$ cat src/pdcc_consts.vh
// register map, field positions and reset values of the pll/cluster bank
`ifndef PDCC_CONSTS_VH
`define PDCC_CONSTS_VH

`define PDCC_PLL_COUNT      7
`define PDCC_PLL_CTRL_BASE  8'h00
`define PDCC_PLL_VAL_BASE   8'h04
`define PDCC_PLL_STRIDE     8'h08
`define PDCC_CORE_CFG_OFS   8'h38
`define PDCC_SYS_CFG_OFS    8'h3c

`define PDCC_OD_MSB         11
`define PDCC_OD_LSB         8
`define PDCC_RD_MSB         5
`define PDCC_RD_LSB         0
`define PDCC_FB_MSB         28
`define PDCC_FB_LSB         16
`define PDCC_BYP_BIT        0

// per pll, index 0 = system, memory, display, big0, big1, little0, little1
`define PDCC_OD_RST_ALL     28'h1111d51
`define PDCC_RD_RST_ALL     42'h1170e3490cd
`define PDCC_FB_RST_ALL     91'h7dc73e21b117873417e22f

`define PDCC_SECURE_NONINVASIVE_DEBUG_EN_LSB    28
`define PDCC_SECURE_INVASIVE_DEBUG_EN_LSB     24
`define PDCC_NONINVASIVE_DEBUG_EN_LSB      20
`define PDCC_INVASIVE_DEBUG_EN_LSB      16
`define PDCC_TE_LSB         12
`define PDCC_VEC_LSB        8
`define PDCC_IMIN_BIT       7
`define PDCC_CID_LSB        0
`define PDCC_CORE_CFG_RST   32'h33330000

`define PDCC_L2OFF_BIT      30
`define PDCC_MAINT_BIT      29
`define PDCC_OUTER_BIT      28
`define PDCC_INNER_BIT      27
`define PDCC_BAROFF_BIT     26
`define PDCC_WIDTH_BIT      24
`define PDCC_DMA_BIT        23
`define PDCC_REMAP_BIT      22
`define PDCC_AWUSER_LSB     16
`define PDCC_ARUSER_LSB     10
`define PDCC_OVR_BIT        9
`define PDCC_PINACT_BIT     8
`define PDCC_SINACT_BIT     7
`define PDCC_SYSBLK_LSB     4
`define PDCC_END_LSB        0
`define PDCC_SYS_CFG_RST    32'h183ffc00

`define PDCC_CORE_CFG_MASK  32'h33333380
`define PDCC_CORE_CID_MASK  32'h0000000f
`define PDCC_SYS_CFG_MASK   32'h7dffffb3

`define PDCC_REMAP_WIN_HI   12'h003
`define PDCC_REMAP_ADDR_BIT 28

`endif

$ cat src/pdcc_pll_regs.v
// one pll's value and control register pair with divider outputs
`timescale 1ns/100ps
module pdcc_pll_regs
#(
    parameter [3:0]  OD_RST = 4'h1,
    parameter [5:0]  RD_RST = 6'h0d,
    parameter [12:0] FB_RST = 13'h022f
)
(
    // clock and synchronised reset
    input  wire        clk,
    input  wire        rstSync_n,
    // write strobes from the bus slave
    input  wire        wrValue,
    input  wire        wrCtrl,
    input  wire [31:0] wrData,
    input  wire [3:0]  byteEn,
    // readback words
    output wire [31:0] valueWord,
    output wire [31:0] ctrlWord,
    // to the pll
    output reg  [3:0]  outputDivider_reg,
    output reg  [5:0]  referenceDivider_reg,
    output reg  [12:0] feedbackDivider_reg,
    output reg         hardBypass_reg,
    output reg  [4:0]  outputFactor_reg,
    output reg  [6:0]  referenceFactor_reg,
    output reg  [13:0] feedbackFactor_reg
);
`include "pdcc_consts.vh"

    function [31:0] byteMerge;
        input [31:0] oldWord;
        input [31:0] newWord;
        input [3:0]  be;
        integer k;
        begin
            byteMerge = oldWord;
            for (k = 0; k < 4; k = k + 1)
                if (be[k])
                    byteMerge[k*8 +: 8] = newWord[k*8 +: 8];
        end
    endfunction

    wire [31:0] valueMerged;
    wire [31:0] ctrlMerged;

    // reserved bits never stored, so they read as zero
    assign valueWord = {20'h00000, outputDivider_reg, 2'b00,
                        referenceDivider_reg};
    assign ctrlWord  = {3'b000, feedbackDivider_reg, 15'h0000,
                        hardBypass_reg};
    assign valueMerged = byteMerge(valueWord, wrData, byteEn);
    assign ctrlMerged  = byteMerge(ctrlWord, wrData, byteEn);

    always @(posedge clk or negedge rstSync_n)
    begin
        if (!rstSync_n)
        begin
            outputDivider_reg    <= OD_RST;
            referenceDivider_reg <= RD_RST;
            feedbackDivider_reg  <= FB_RST;
            hardBypass_reg       <= 1'b0;
        end
        else
        begin
            if (wrValue)
            begin
                outputDivider_reg <=
                    valueMerged[`PDCC_OD_MSB:`PDCC_OD_LSB];
                referenceDivider_reg <=
                    valueMerged[`PDCC_RD_MSB:`PDCC_RD_LSB];
            end
            if (wrCtrl)
            begin
                feedbackDivider_reg <=
                    ctrlMerged[`PDCC_FB_MSB:`PDCC_FB_LSB];
                hardBypass_reg <= ctrlMerged[`PDCC_BYP_BIT];
            end
        end
    end

    // divisors are field plus one; one cycle behind the fields
    always @(posedge clk or negedge rstSync_n)
    begin
        if (!rstSync_n)
        begin
            outputFactor_reg    <= {1'b0, OD_RST} + 5'h01;
            referenceFactor_reg <= {1'b0, RD_RST} + 7'h01;
            feedbackFactor_reg  <= {1'b0, FB_RST} + 14'h0001;
        end
        else
        begin
            outputFactor_reg    <= {1'b0, outputDivider_reg} + 5'h01;
            referenceFactor_reg <= {1'b0, referenceDivider_reg} + 7'h01;
            feedbackFactor_reg  <= {1'b0, feedbackDivider_reg} + 14'h0001;
        end
    end
endmodule

$ cat src/pdcc_config_regs.v
// pll divider and big-cluster configuration bank on an avalon-mm slave
// How it works
// - pll value register holds 4-bit output divider, divisor is field+1
// - pll value register holds 6-bit reference divider, divisor field+1
// - output divider resets 1 except memory 5 and display 13
// - reference divider resets to its own value for each pll
// - two bits drive secure noninvasive debug enables, one enables, reset 11
// - two bits drive secure invasive debug enables, one enables, reset 11
// - two bits drive noninvasive debug; stored one disables, reset 11
// - two bits drive invasive debug enables, one enables, reset 11
// - two bits pick exception instruction state per core, reset 00
// - two bits pick low or high vector base per core, reset 00
// - one bit sets icache minimum line, 32 or 64 bytes, reset 0
// - four bits give the cluster identifier, reset 0000
// - one bit stops l2 invalidate at reset when set, reset 0
// - three broadcast enables: maintenance 0, outer 1, inner 1 at reset
// - one bit suppresses barrier broadcast when set, reset 0
// - one bit selects coherency port width, 0 128-bit, 1 64-bit
// - one bit routes dma straight to the coherency port when set
// - one bit overrides address bit 28 inside the 0x3 window
// - user fields drive sidebands; upper four follow cache unless override
// - two bits deactivate coherency port and snoop interface, reset 0
// - two bits block secure system register writes per core, reset 00
// - two bits pick endianness per core at reset, reset 00
// - pll control register holds feedback divider, divisor field+1
`timescale 1ns/100ps
module pdcc_config_regs
#(
    parameter PLL_COUNT = 7
)
(
    // clock and reset
    input  wire                   ref_clk,
    input  wire                   rst_n,
    // avalon-mm slave, byte address
    input  wire [7:0]             avs_address,
    input  wire                   avs_read,
    input  wire                   avs_write,
    input  wire [31:0]            avs_writedata,
    input  wire [3:0]             avs_byteenable,
    output reg  [31:0]            avs_readdata,
    output reg                    avs_waitrequest,
    // pll dividers, pll i in slice i
    output wire [PLL_COUNT*4-1:0]  outputDivider,
    output wire [PLL_COUNT*6-1:0]  referenceDivider,
    output wire [PLL_COUNT*13-1:0] feedbackDivider,
    output wire [PLL_COUNT-1:0]    hardBypass,
    output wire [PLL_COUNT*5-1:0]  outputFactor,
    output wire [PLL_COUNT*7-1:0]  referenceFactor,
    output wire [PLL_COUNT*14-1:0] feedbackFactor,
    // cluster core tie-offs
    output reg  [1:0]             secureNoninvasiveDebugEn,
    output reg  [1:0]             secureInvasiveDebugEn,
    output reg  [1:0]             noninvasiveDebugEn,
    output reg  [1:0]             invasiveDebugEn,
    output reg  [1:0]             exceptionStateSelect,
    output reg  [1:0]             highVectorSelect,
    output reg                    icacheMinLine,
    output reg  [3:0]             clusterIdentifier,
    // cluster system tie-offs
    output reg                    l2ResetInvalidateOff,
    output reg                    maintBroadcastEn,
    output reg                    outerShareBroadcastEn,
    output reg                    innerShareBroadcastEn,
    output reg                    barrierBroadcastOff,
    output reg                    coherencyPortWidthSel,
    output reg                    directDmaRoute,
    output reg                    portInactive,
    output reg                    snoopInactive,
    output reg  [1:0]             secureSysregWriteBlock,
    output reg  [1:0]             endianSelect,
    // coherency port sidebands and address remap
    input  wire [3:0]             portAwCache,
    input  wire [3:0]             portArCache,
    input  wire [39:0]            portAddrIn,
    output reg  [5:0]             portAwUser,
    output reg  [5:0]             portArUser,
    output reg  [39:0]            portAddrOut
);
`include "pdcc_consts.vh"

    localparam [PLL_COUNT*4-1:0]  OD_RST_ALL = `PDCC_OD_RST_ALL;
    localparam [PLL_COUNT*6-1:0]  RD_RST_ALL = `PDCC_RD_RST_ALL;
    localparam [PLL_COUNT*13-1:0] FB_RST_ALL = `PDCC_FB_RST_ALL;

    // same byte-lane merge as the pll registers
    function [31:0] byteMerge;
        input [31:0] oldWord;
        input [31:0] newWord;
        input [3:0]  be;
        integer k;
        begin
            byteMerge = oldWord;
            for (k = 0; k < 4; k = k + 1)
                if (be[k])
                    byteMerge[k*8 +: 8] = newWord[k*8 +: 8];
        end
    endfunction

    reg  [1:0]  rstPipe_reg;
    wire        rstSync_n;
    reg  [31:0] coreCfg_reg;
    reg  [31:0] sysCfg_reg;
    reg  [31:0] readMux;
    reg         addrMapped;
    wire        request;
    wire        commit;
    wire        wrCommit;
    wire [31:0] coreMerged;
    wire [31:0] sysMerged;
    wire [31:0] coreCfg_next;
    wire [31:0] sysCfg_next;
    wire [PLL_COUNT*32-1:0] valueWords;
    wire [PLL_COUNT*32-1:0] ctrlWords;
    integer     j;

    // reset released through two flops; async assertion, sync release
    always @(posedge ref_clk or negedge rst_n)
    begin
        if (!rst_n)
            rstPipe_reg <= 2'b00;
        else
            rstPipe_reg <= {rstPipe_reg[0], 1'b1};
    end
    assign rstSync_n = rstPipe_reg[1];

    // one wait state: waitrequest low for exactly one cycle per request
    assign request  = avs_read | avs_write;
    assign commit   = request & ~avs_waitrequest;
    assign wrCommit = avs_write & ~avs_waitrequest;

    always @(posedge ref_clk or negedge rstSync_n)
    begin
        if (!rstSync_n)
            avs_waitrequest <= 1'b1;
        else if (commit)
            avs_waitrequest <= 1'b1;
        else if (request)
            avs_waitrequest <= 1'b0;
    end

    // read word captured as waitrequest falls, stable at the taking edge
    always @*
    begin
        readMux    = 32'h00000000;
        addrMapped = 1'b0;
        for (j = 0; j < PLL_COUNT; j = j + 1)
        begin
            if (avs_address == `PDCC_PLL_CTRL_BASE + j * `PDCC_PLL_STRIDE)
            begin
                readMux    = ctrlWords[j*32 +: 32];
                addrMapped = 1'b1;
            end
            if (avs_address == `PDCC_PLL_VAL_BASE + j * `PDCC_PLL_STRIDE)
            begin
                readMux    = valueWords[j*32 +: 32];
                addrMapped = 1'b1;
            end
        end
        if (avs_address == `PDCC_CORE_CFG_OFS)
        begin
            readMux    = coreCfg_reg;
            addrMapped = 1'b1;
        end
        if (avs_address == `PDCC_SYS_CFG_OFS)
        begin
            readMux    = sysCfg_reg;
            addrMapped = 1'b1;
        end
    end

    always @(posedge ref_clk or negedge rstSync_n)
    begin
        if (!rstSync_n)
            avs_readdata <= 32'h00000000;
        else if (avs_read & avs_waitrequest)
            avs_readdata <= addrMapped ? readMux : 32'h00000000;
    end

    genvar g;
    generate
        for (g = 0; g < PLL_COUNT; g = g + 1)
        begin : pllBank
            pdcc_pll_regs
            #(
                .OD_RST (OD_RST_ALL[g*4 +: 4]),
                .RD_RST (RD_RST_ALL[g*6 +: 6]),
                .FB_RST (FB_RST_ALL[g*13 +: 13])
            )
            pllRegs
            (
                .clk                  (ref_clk),
                .rstSync_n            (rstSync_n),
                .wrValue              (wrCommit & (avs_address ==
                    `PDCC_PLL_VAL_BASE + g * `PDCC_PLL_STRIDE)),
                .wrCtrl               (wrCommit & (avs_address ==
                    `PDCC_PLL_CTRL_BASE + g * `PDCC_PLL_STRIDE)),
                .wrData               (avs_writedata),
                .byteEn               (avs_byteenable),
                .valueWord            (valueWords[g*32 +: 32]),
                .ctrlWord             (ctrlWords[g*32 +: 32]),
                .outputDivider_reg    (outputDivider[g*4 +: 4]),
                .referenceDivider_reg (referenceDivider[g*6 +: 6]),
                .feedbackDivider_reg  (feedbackDivider[g*13 +: 13]),
                .hardBypass_reg       (hardBypass[g]),
                .outputFactor_reg     (outputFactor[g*5 +: 5]),
                .referenceFactor_reg  (referenceFactor[g*7 +: 7]),
                .feedbackFactor_reg   (feedbackFactor[g*14 +: 14])
            );
        end
    endgenerate

    // cluster words; reserved bits masked so they stay zero
    assign coreMerged = byteMerge(coreCfg_reg, avs_writedata,
                                  avs_byteenable);
    assign sysMerged  = byteMerge(sysCfg_reg, avs_writedata,
                                  avs_byteenable);
    assign coreCfg_next = coreMerged &
        (`PDCC_CORE_CFG_MASK | `PDCC_CORE_CID_MASK);
    assign sysCfg_next  = sysMerged & `PDCC_SYS_CFG_MASK;

    always @(posedge ref_clk or negedge rstSync_n)
    begin
        if (!rstSync_n)
        begin
            coreCfg_reg <= `PDCC_CORE_CFG_RST;
            sysCfg_reg  <= `PDCC_SYS_CFG_RST;
        end
        else
        begin
            if (wrCommit & (avs_address == `PDCC_CORE_CFG_OFS))
                coreCfg_reg <= coreCfg_next;
            if (wrCommit & (avs_address == `PDCC_SYS_CFG_OFS))
                sysCfg_reg <= sysCfg_next;
        end
    end

    // tie-off outputs follow the stored words one cycle later
    always @(posedge ref_clk or negedge rstSync_n)
    begin
        if (!rstSync_n)
        begin
            secureNoninvasiveDebugEn <= 2'b11;
            secureInvasiveDebugEn    <= 2'b11;
            noninvasiveDebugEn       <= 2'b00;
            invasiveDebugEn          <= 2'b11;
            exceptionStateSelect     <= 2'b00;
            highVectorSelect         <= 2'b00;
            icacheMinLine            <= 1'b0;
            clusterIdentifier        <= 4'h0;
            l2ResetInvalidateOff     <= 1'b0;
            maintBroadcastEn         <= 1'b0;
            outerShareBroadcastEn    <= 1'b1;
            innerShareBroadcastEn    <= 1'b1;
            barrierBroadcastOff      <= 1'b0;
            coherencyPortWidthSel    <= 1'b0;
            directDmaRoute           <= 1'b0;
            portInactive             <= 1'b0;
            snoopInactive            <= 1'b0;
            secureSysregWriteBlock   <= 2'b00;
            endianSelect             <= 2'b00;
        end
        else
        begin
            secureNoninvasiveDebugEn <=
                coreCfg_reg[`PDCC_SECURE_NONINVASIVE_DEBUG_EN_LSB +: 2];
            secureInvasiveDebugEn <=
                coreCfg_reg[`PDCC_SECURE_INVASIVE_DEBUG_EN_LSB +: 2];
            // stored one means disabled, so the enable is inverted
            noninvasiveDebugEn <=
                ~coreCfg_reg[`PDCC_NONINVASIVE_DEBUG_EN_LSB +: 2];
            invasiveDebugEn <=
                coreCfg_reg[`PDCC_INVASIVE_DEBUG_EN_LSB +: 2];
            exceptionStateSelect <=
                coreCfg_reg[`PDCC_TE_LSB +: 2];
            highVectorSelect <=
                coreCfg_reg[`PDCC_VEC_LSB +: 2];
            icacheMinLine <= coreCfg_reg[`PDCC_IMIN_BIT];
            clusterIdentifier <=
                coreCfg_reg[`PDCC_CID_LSB +: 4];
            l2ResetInvalidateOff <=
                sysCfg_reg[`PDCC_L2OFF_BIT];
            maintBroadcastEn <= sysCfg_reg[`PDCC_MAINT_BIT];
            outerShareBroadcastEn <=
                sysCfg_reg[`PDCC_OUTER_BIT];
            innerShareBroadcastEn <=
                sysCfg_reg[`PDCC_INNER_BIT];
            barrierBroadcastOff <=
                sysCfg_reg[`PDCC_BAROFF_BIT];
            coherencyPortWidthSel <=
                sysCfg_reg[`PDCC_WIDTH_BIT];
            directDmaRoute <= sysCfg_reg[`PDCC_DMA_BIT];
            portInactive  <= sysCfg_reg[`PDCC_PINACT_BIT];
            snoopInactive <= sysCfg_reg[`PDCC_SINACT_BIT];
            secureSysregWriteBlock <=
                sysCfg_reg[`PDCC_SYSBLK_LSB +: 2];
            endianSelect <= sysCfg_reg[`PDCC_END_LSB +: 2];
        end
    end

    // sidebands and remap are registered: one cycle of latency on the port
    always @(posedge ref_clk or negedge rstSync_n)
    begin
        if (!rstSync_n)
        begin
            portAwUser  <= 6'h3f;
            portArUser  <= 6'h3f;
            portAddrOut <= 40'h0000000000;
        end
        else
        begin
            portAwUser[1:0] <= sysCfg_reg[`PDCC_AWUSER_LSB +: 2];
            portArUser[1:0] <= sysCfg_reg[`PDCC_ARUSER_LSB +: 2];
            if (sysCfg_reg[`PDCC_OVR_BIT])
            begin
                portAwUser[5:2] <=
                    sysCfg_reg[`PDCC_AWUSER_LSB + 2 +: 4];
                portArUser[5:2] <=
                    sysCfg_reg[`PDCC_ARUSER_LSB + 2 +: 4];
            end
            else
            begin
                portAwUser[5:2] <= portAwCache;
                portArUser[5:2] <= portArCache;
            end
            portAddrOut <= portAddrIn;
            if (portAddrIn[39:28] == `PDCC_REMAP_WIN_HI)
                portAddrOut[`PDCC_REMAP_ADDR_BIT] <=
                    sysCfg_reg[`PDCC_REMAP_BIT];
        end
    end
endmodule

$ cat config.mk
export PLATFORM = sky130hd
export DESIGN_NAME = pdcc_config_regs
export DESIGN_NICKNAME = d
export VERILOG_FILES = /design/src/pdcc_pll_regs.v /design/src/pdcc_config_regs.v
export VERILOG_INCLUDE_DIRS = /design/src
export SDC_FILE = /design/constraint.sdc
export NUM_CORES = 1
export LEC_CHECK = 0
export ABC_AREA = 0
export BUFFER_PORTS_ARGS = -buffer_cell sky130_fd_sc_hd__buf_2
export CAP_MARGIN = 10
export CORE_MARGIN = 2
export CORE_UTILIZATION = 35
export CTS_CLUSTER_DIAMETER = 150
export CTS_CLUSTER_SIZE = 20
export DETAILED_ROUTE_END_ITERATION = 16
export MAX_ROUTING_LAYER = met4
export PLACE_DENSITY = 0.58
export SYNTH_ARGS = -nofsm -noshare
export SYNTH_HDL_FRONTEND = slang
export SYNTH_SLANG_ARGS = --single-unit
$ cat constraint.sdc
create_clock -name ref_clk -period 17 [get_ports ref_clk]
set_input_delay 0.85 -clock ref_clk [delete_from_list [all_inputs] [get_ports ref_clk]]
set_output_delay 0.85 -clock ref_clk [all_outputs]
set_load 0.01 [all_outputs]
==> results.cfg <==
[run_status]
outcome = finished, final reports clean

[yosys]
synth_top_cell_by_area = dfrtp_1
yosysMostFrequentCell = dfrtp_1
synth_area_um2 = 20500
yosysUniqueCellTypes = 68
ys_warn_count = 0
synth_enable_flop_cells = 0
async_reset_ff_frac = 1.00
synth_top_cells_by_count = dfrtp_1, mux2_2, dfstp_2, nand2_1, xnor2_1
yosys.area_share.simple = 0.0961
synth_cells = 1526
synth_top_family_by_area = multiplexers
synthTopCellsByArea = dfrtp_1, dfstp_2, mux2_2
synth_compound_area_frac = 0.0584
synth-seq-cells = 509
syn_area_per_cell_um2 = 13.4
synth_seq_area_share = 0.632
synth-xor-area-share = 0.0513
muxShareOfSynthArea = 0.129
synth_fa_ha_area_frac = 0.0128
synth_ff_type = dfrtp_1
synth_top_area_frac = 0.409

[drt]
drt_iter0_drc = 1060
maxUsedRoutingLayer = met4
viasPerCell = 5.13
vias = 14700
wl_met3_um = 4930
wl_met2_um = 33500
wl_um = 71200
wl_per_cell_um = 24.8
met1_length_um = 31200
ant_nets = 0
drc = 0
drtPass1Iterations = 5

[timing]
rsz0062_at_grt = no
finalHoldViolCount = 0
period_minus_slack_ps = 3660
setup_slack_ps = 13340
fin_crit_sh = 0.215
clock.fmax_ghz = 0.273
report.final.slew_viol_count = 0
max_slew_margin = 0.187
finalSetupTns_ps = 0
worstMarginPinSlew_ps = 1220
skew_ps = 21.9
setup_viol = 0

[floorplan]
fp.dieH_um = 246
io_pins = 561
rows = 88
start_util = 0.355
die_w_um = 246
die_area_um2 = 60500
core-area_um2 = 57800

[setup_path]
cp_slowest_cell = nor2_2
worst_setup_path_start_kind = primary input
critPathBufInv = 1
required_ps = 17480
cp_cell_sequence = buf_2, and2_1, nand2_1, nor2_2, nand3_1, mux2_2
crit_family = simple AND/OR/NAND/NOR gates
path_max_fanout = 29
critPathArrivalTime_ps = 4150
worstSetupEndpointType = flop
max_stage_delay_ps = 760
critical_path_class = in2reg

[global_route]
grt_pass1_vias = 14700
grt_overflow = 0
antenna_found_initial = 4
grt_max_degree = 176
grt_pass1_wl_um = 102000
grt_usage = 0.236

[clocking]
cts.sinks = 509
post_cts_buffers = 0
worstSkewPairLatency_ps = 600
cts_buffers = 29
clockBufferDepth = 3
htree_num_levels = 1
root_buffer = clkbuf_16
cts-resized-gates = 0
clk_pin_slew_ps = 80
cts_tree = yes

[job]
drv_cap = 0

[power_and_ir_drop]
p_per_area_nw_per_um2 = 91.1
leakage_nw = 12.5
vdd_ir_drop_max_v = 0.0000735

[placement]
place_inst = 2815
post-place-ws_ps = 12640
port_buffers = 556
post_dp_cell_area_um2 = 24200
hpwl_um = 53400
routabilityCongestion = 0.855

[finish]
stdcell_count = 2872
nets = 2199
drive_above_1_share = 0.491
fin_util = 0.433
syn2layout_area_growth_pct = 22.1
largest_reg_flops = 98
design_area_um2 = 25000

[worst_hold_path]
min_path_type = reg2reg
where the power goes:
group	total [W]	internal [W]	switching, W
Sequential	0.00131	0.00127	0.0000432
Clock	0.000730	0.000324	0.000406
Combinational	0.000235	0.0000793	0.000156
Total	0.00228	0.00167	0.000605
kinds of logic (layout without fill, tap and decap cells):
logic type / after synthesis / in the layout
buf+inv: 87 / 663
other cells: 2 / 7
xor+xnor: 120 / 120
simple gates: 374 / 374
flops: 509 / 509
compound gates: 183 / 183
fa+ha+maj: 21 / 21
mux: 230 / 230
final cells by class:
cell class	instances	area [um2]
well taps	765	957
diodes	4	10.0
fillers	5490	32800
inverters	32	120
flip-flops and latches	509	13000
clock inverters	1	16.3
clock buffers	51	808
repair buffers	579	2970
multi-input cells	931	7180
routing by layer:
layer,up-vias,global-route usage
met1,7646,0.320
met3,74,0.0487
met2,530,0.363
met5,-,-
li1,6480,-
met4,0,0.0590
cells in the final DEF (no fill, tap or decap), types with 9 or more instances in the layout:
cell and instances:
nand3_1 74, o21ai_0 57, nor3_1 12, buf_2 556, xnor2_1 80, and3_1 40
buf_4 21, and2_1 9, nor2_1 66, o22ai_1 12, a21oi_1 30, mux2i_1 16
nand2_1 104, dfrtp_1 334, clkbuf_16 29, dfstp_2 174, nand4_1 12, xor2_1 40
ha_1 21, a22o_1 9, clkbuf_1 22, a22oi_1 31, inv_1 31, mux2_2 207
a221oi_1 11
final timing paths:
check | from | slack (ps) | end | cells after the start
worst min register to register | rstPipe_reg[0] | 350 | rstPipe_reg[1] | 0
max in group asynchronous | rstPipe_reg[1] | 13650 | portAddrOut[12] | 3
worst min-delay path | rstPipe_reg[0] | 350 | rstPipe_reg[1] | 0
min in group asynchronous | rstPipe_reg[1] | 510 | pllBank[6].pllRegs.referenceFactor_reg[2] | 0
worst max-delay path | avs_address[4] | 13340 | sysCfg_reg[29] | 6
worst max register to register | rstPipe_reg[1] | 13650 | portAddrOut[12] | 3
timing repair:
item                                   CTS  global route
hold buffers                             1             0
endpoints found under the hold margin    2             0
setup endpoints to repair                0             0
metrics by stage:
step,power (W),hold slack [ps]
after floorplan,0.00144,331
after global placement,0.00157,338
after detailed placement,0.00157,336
after CTS,0.00231,309
after global routing,0.00238,315
final,0.00228,351
Power figures use the tool's default switching activity.
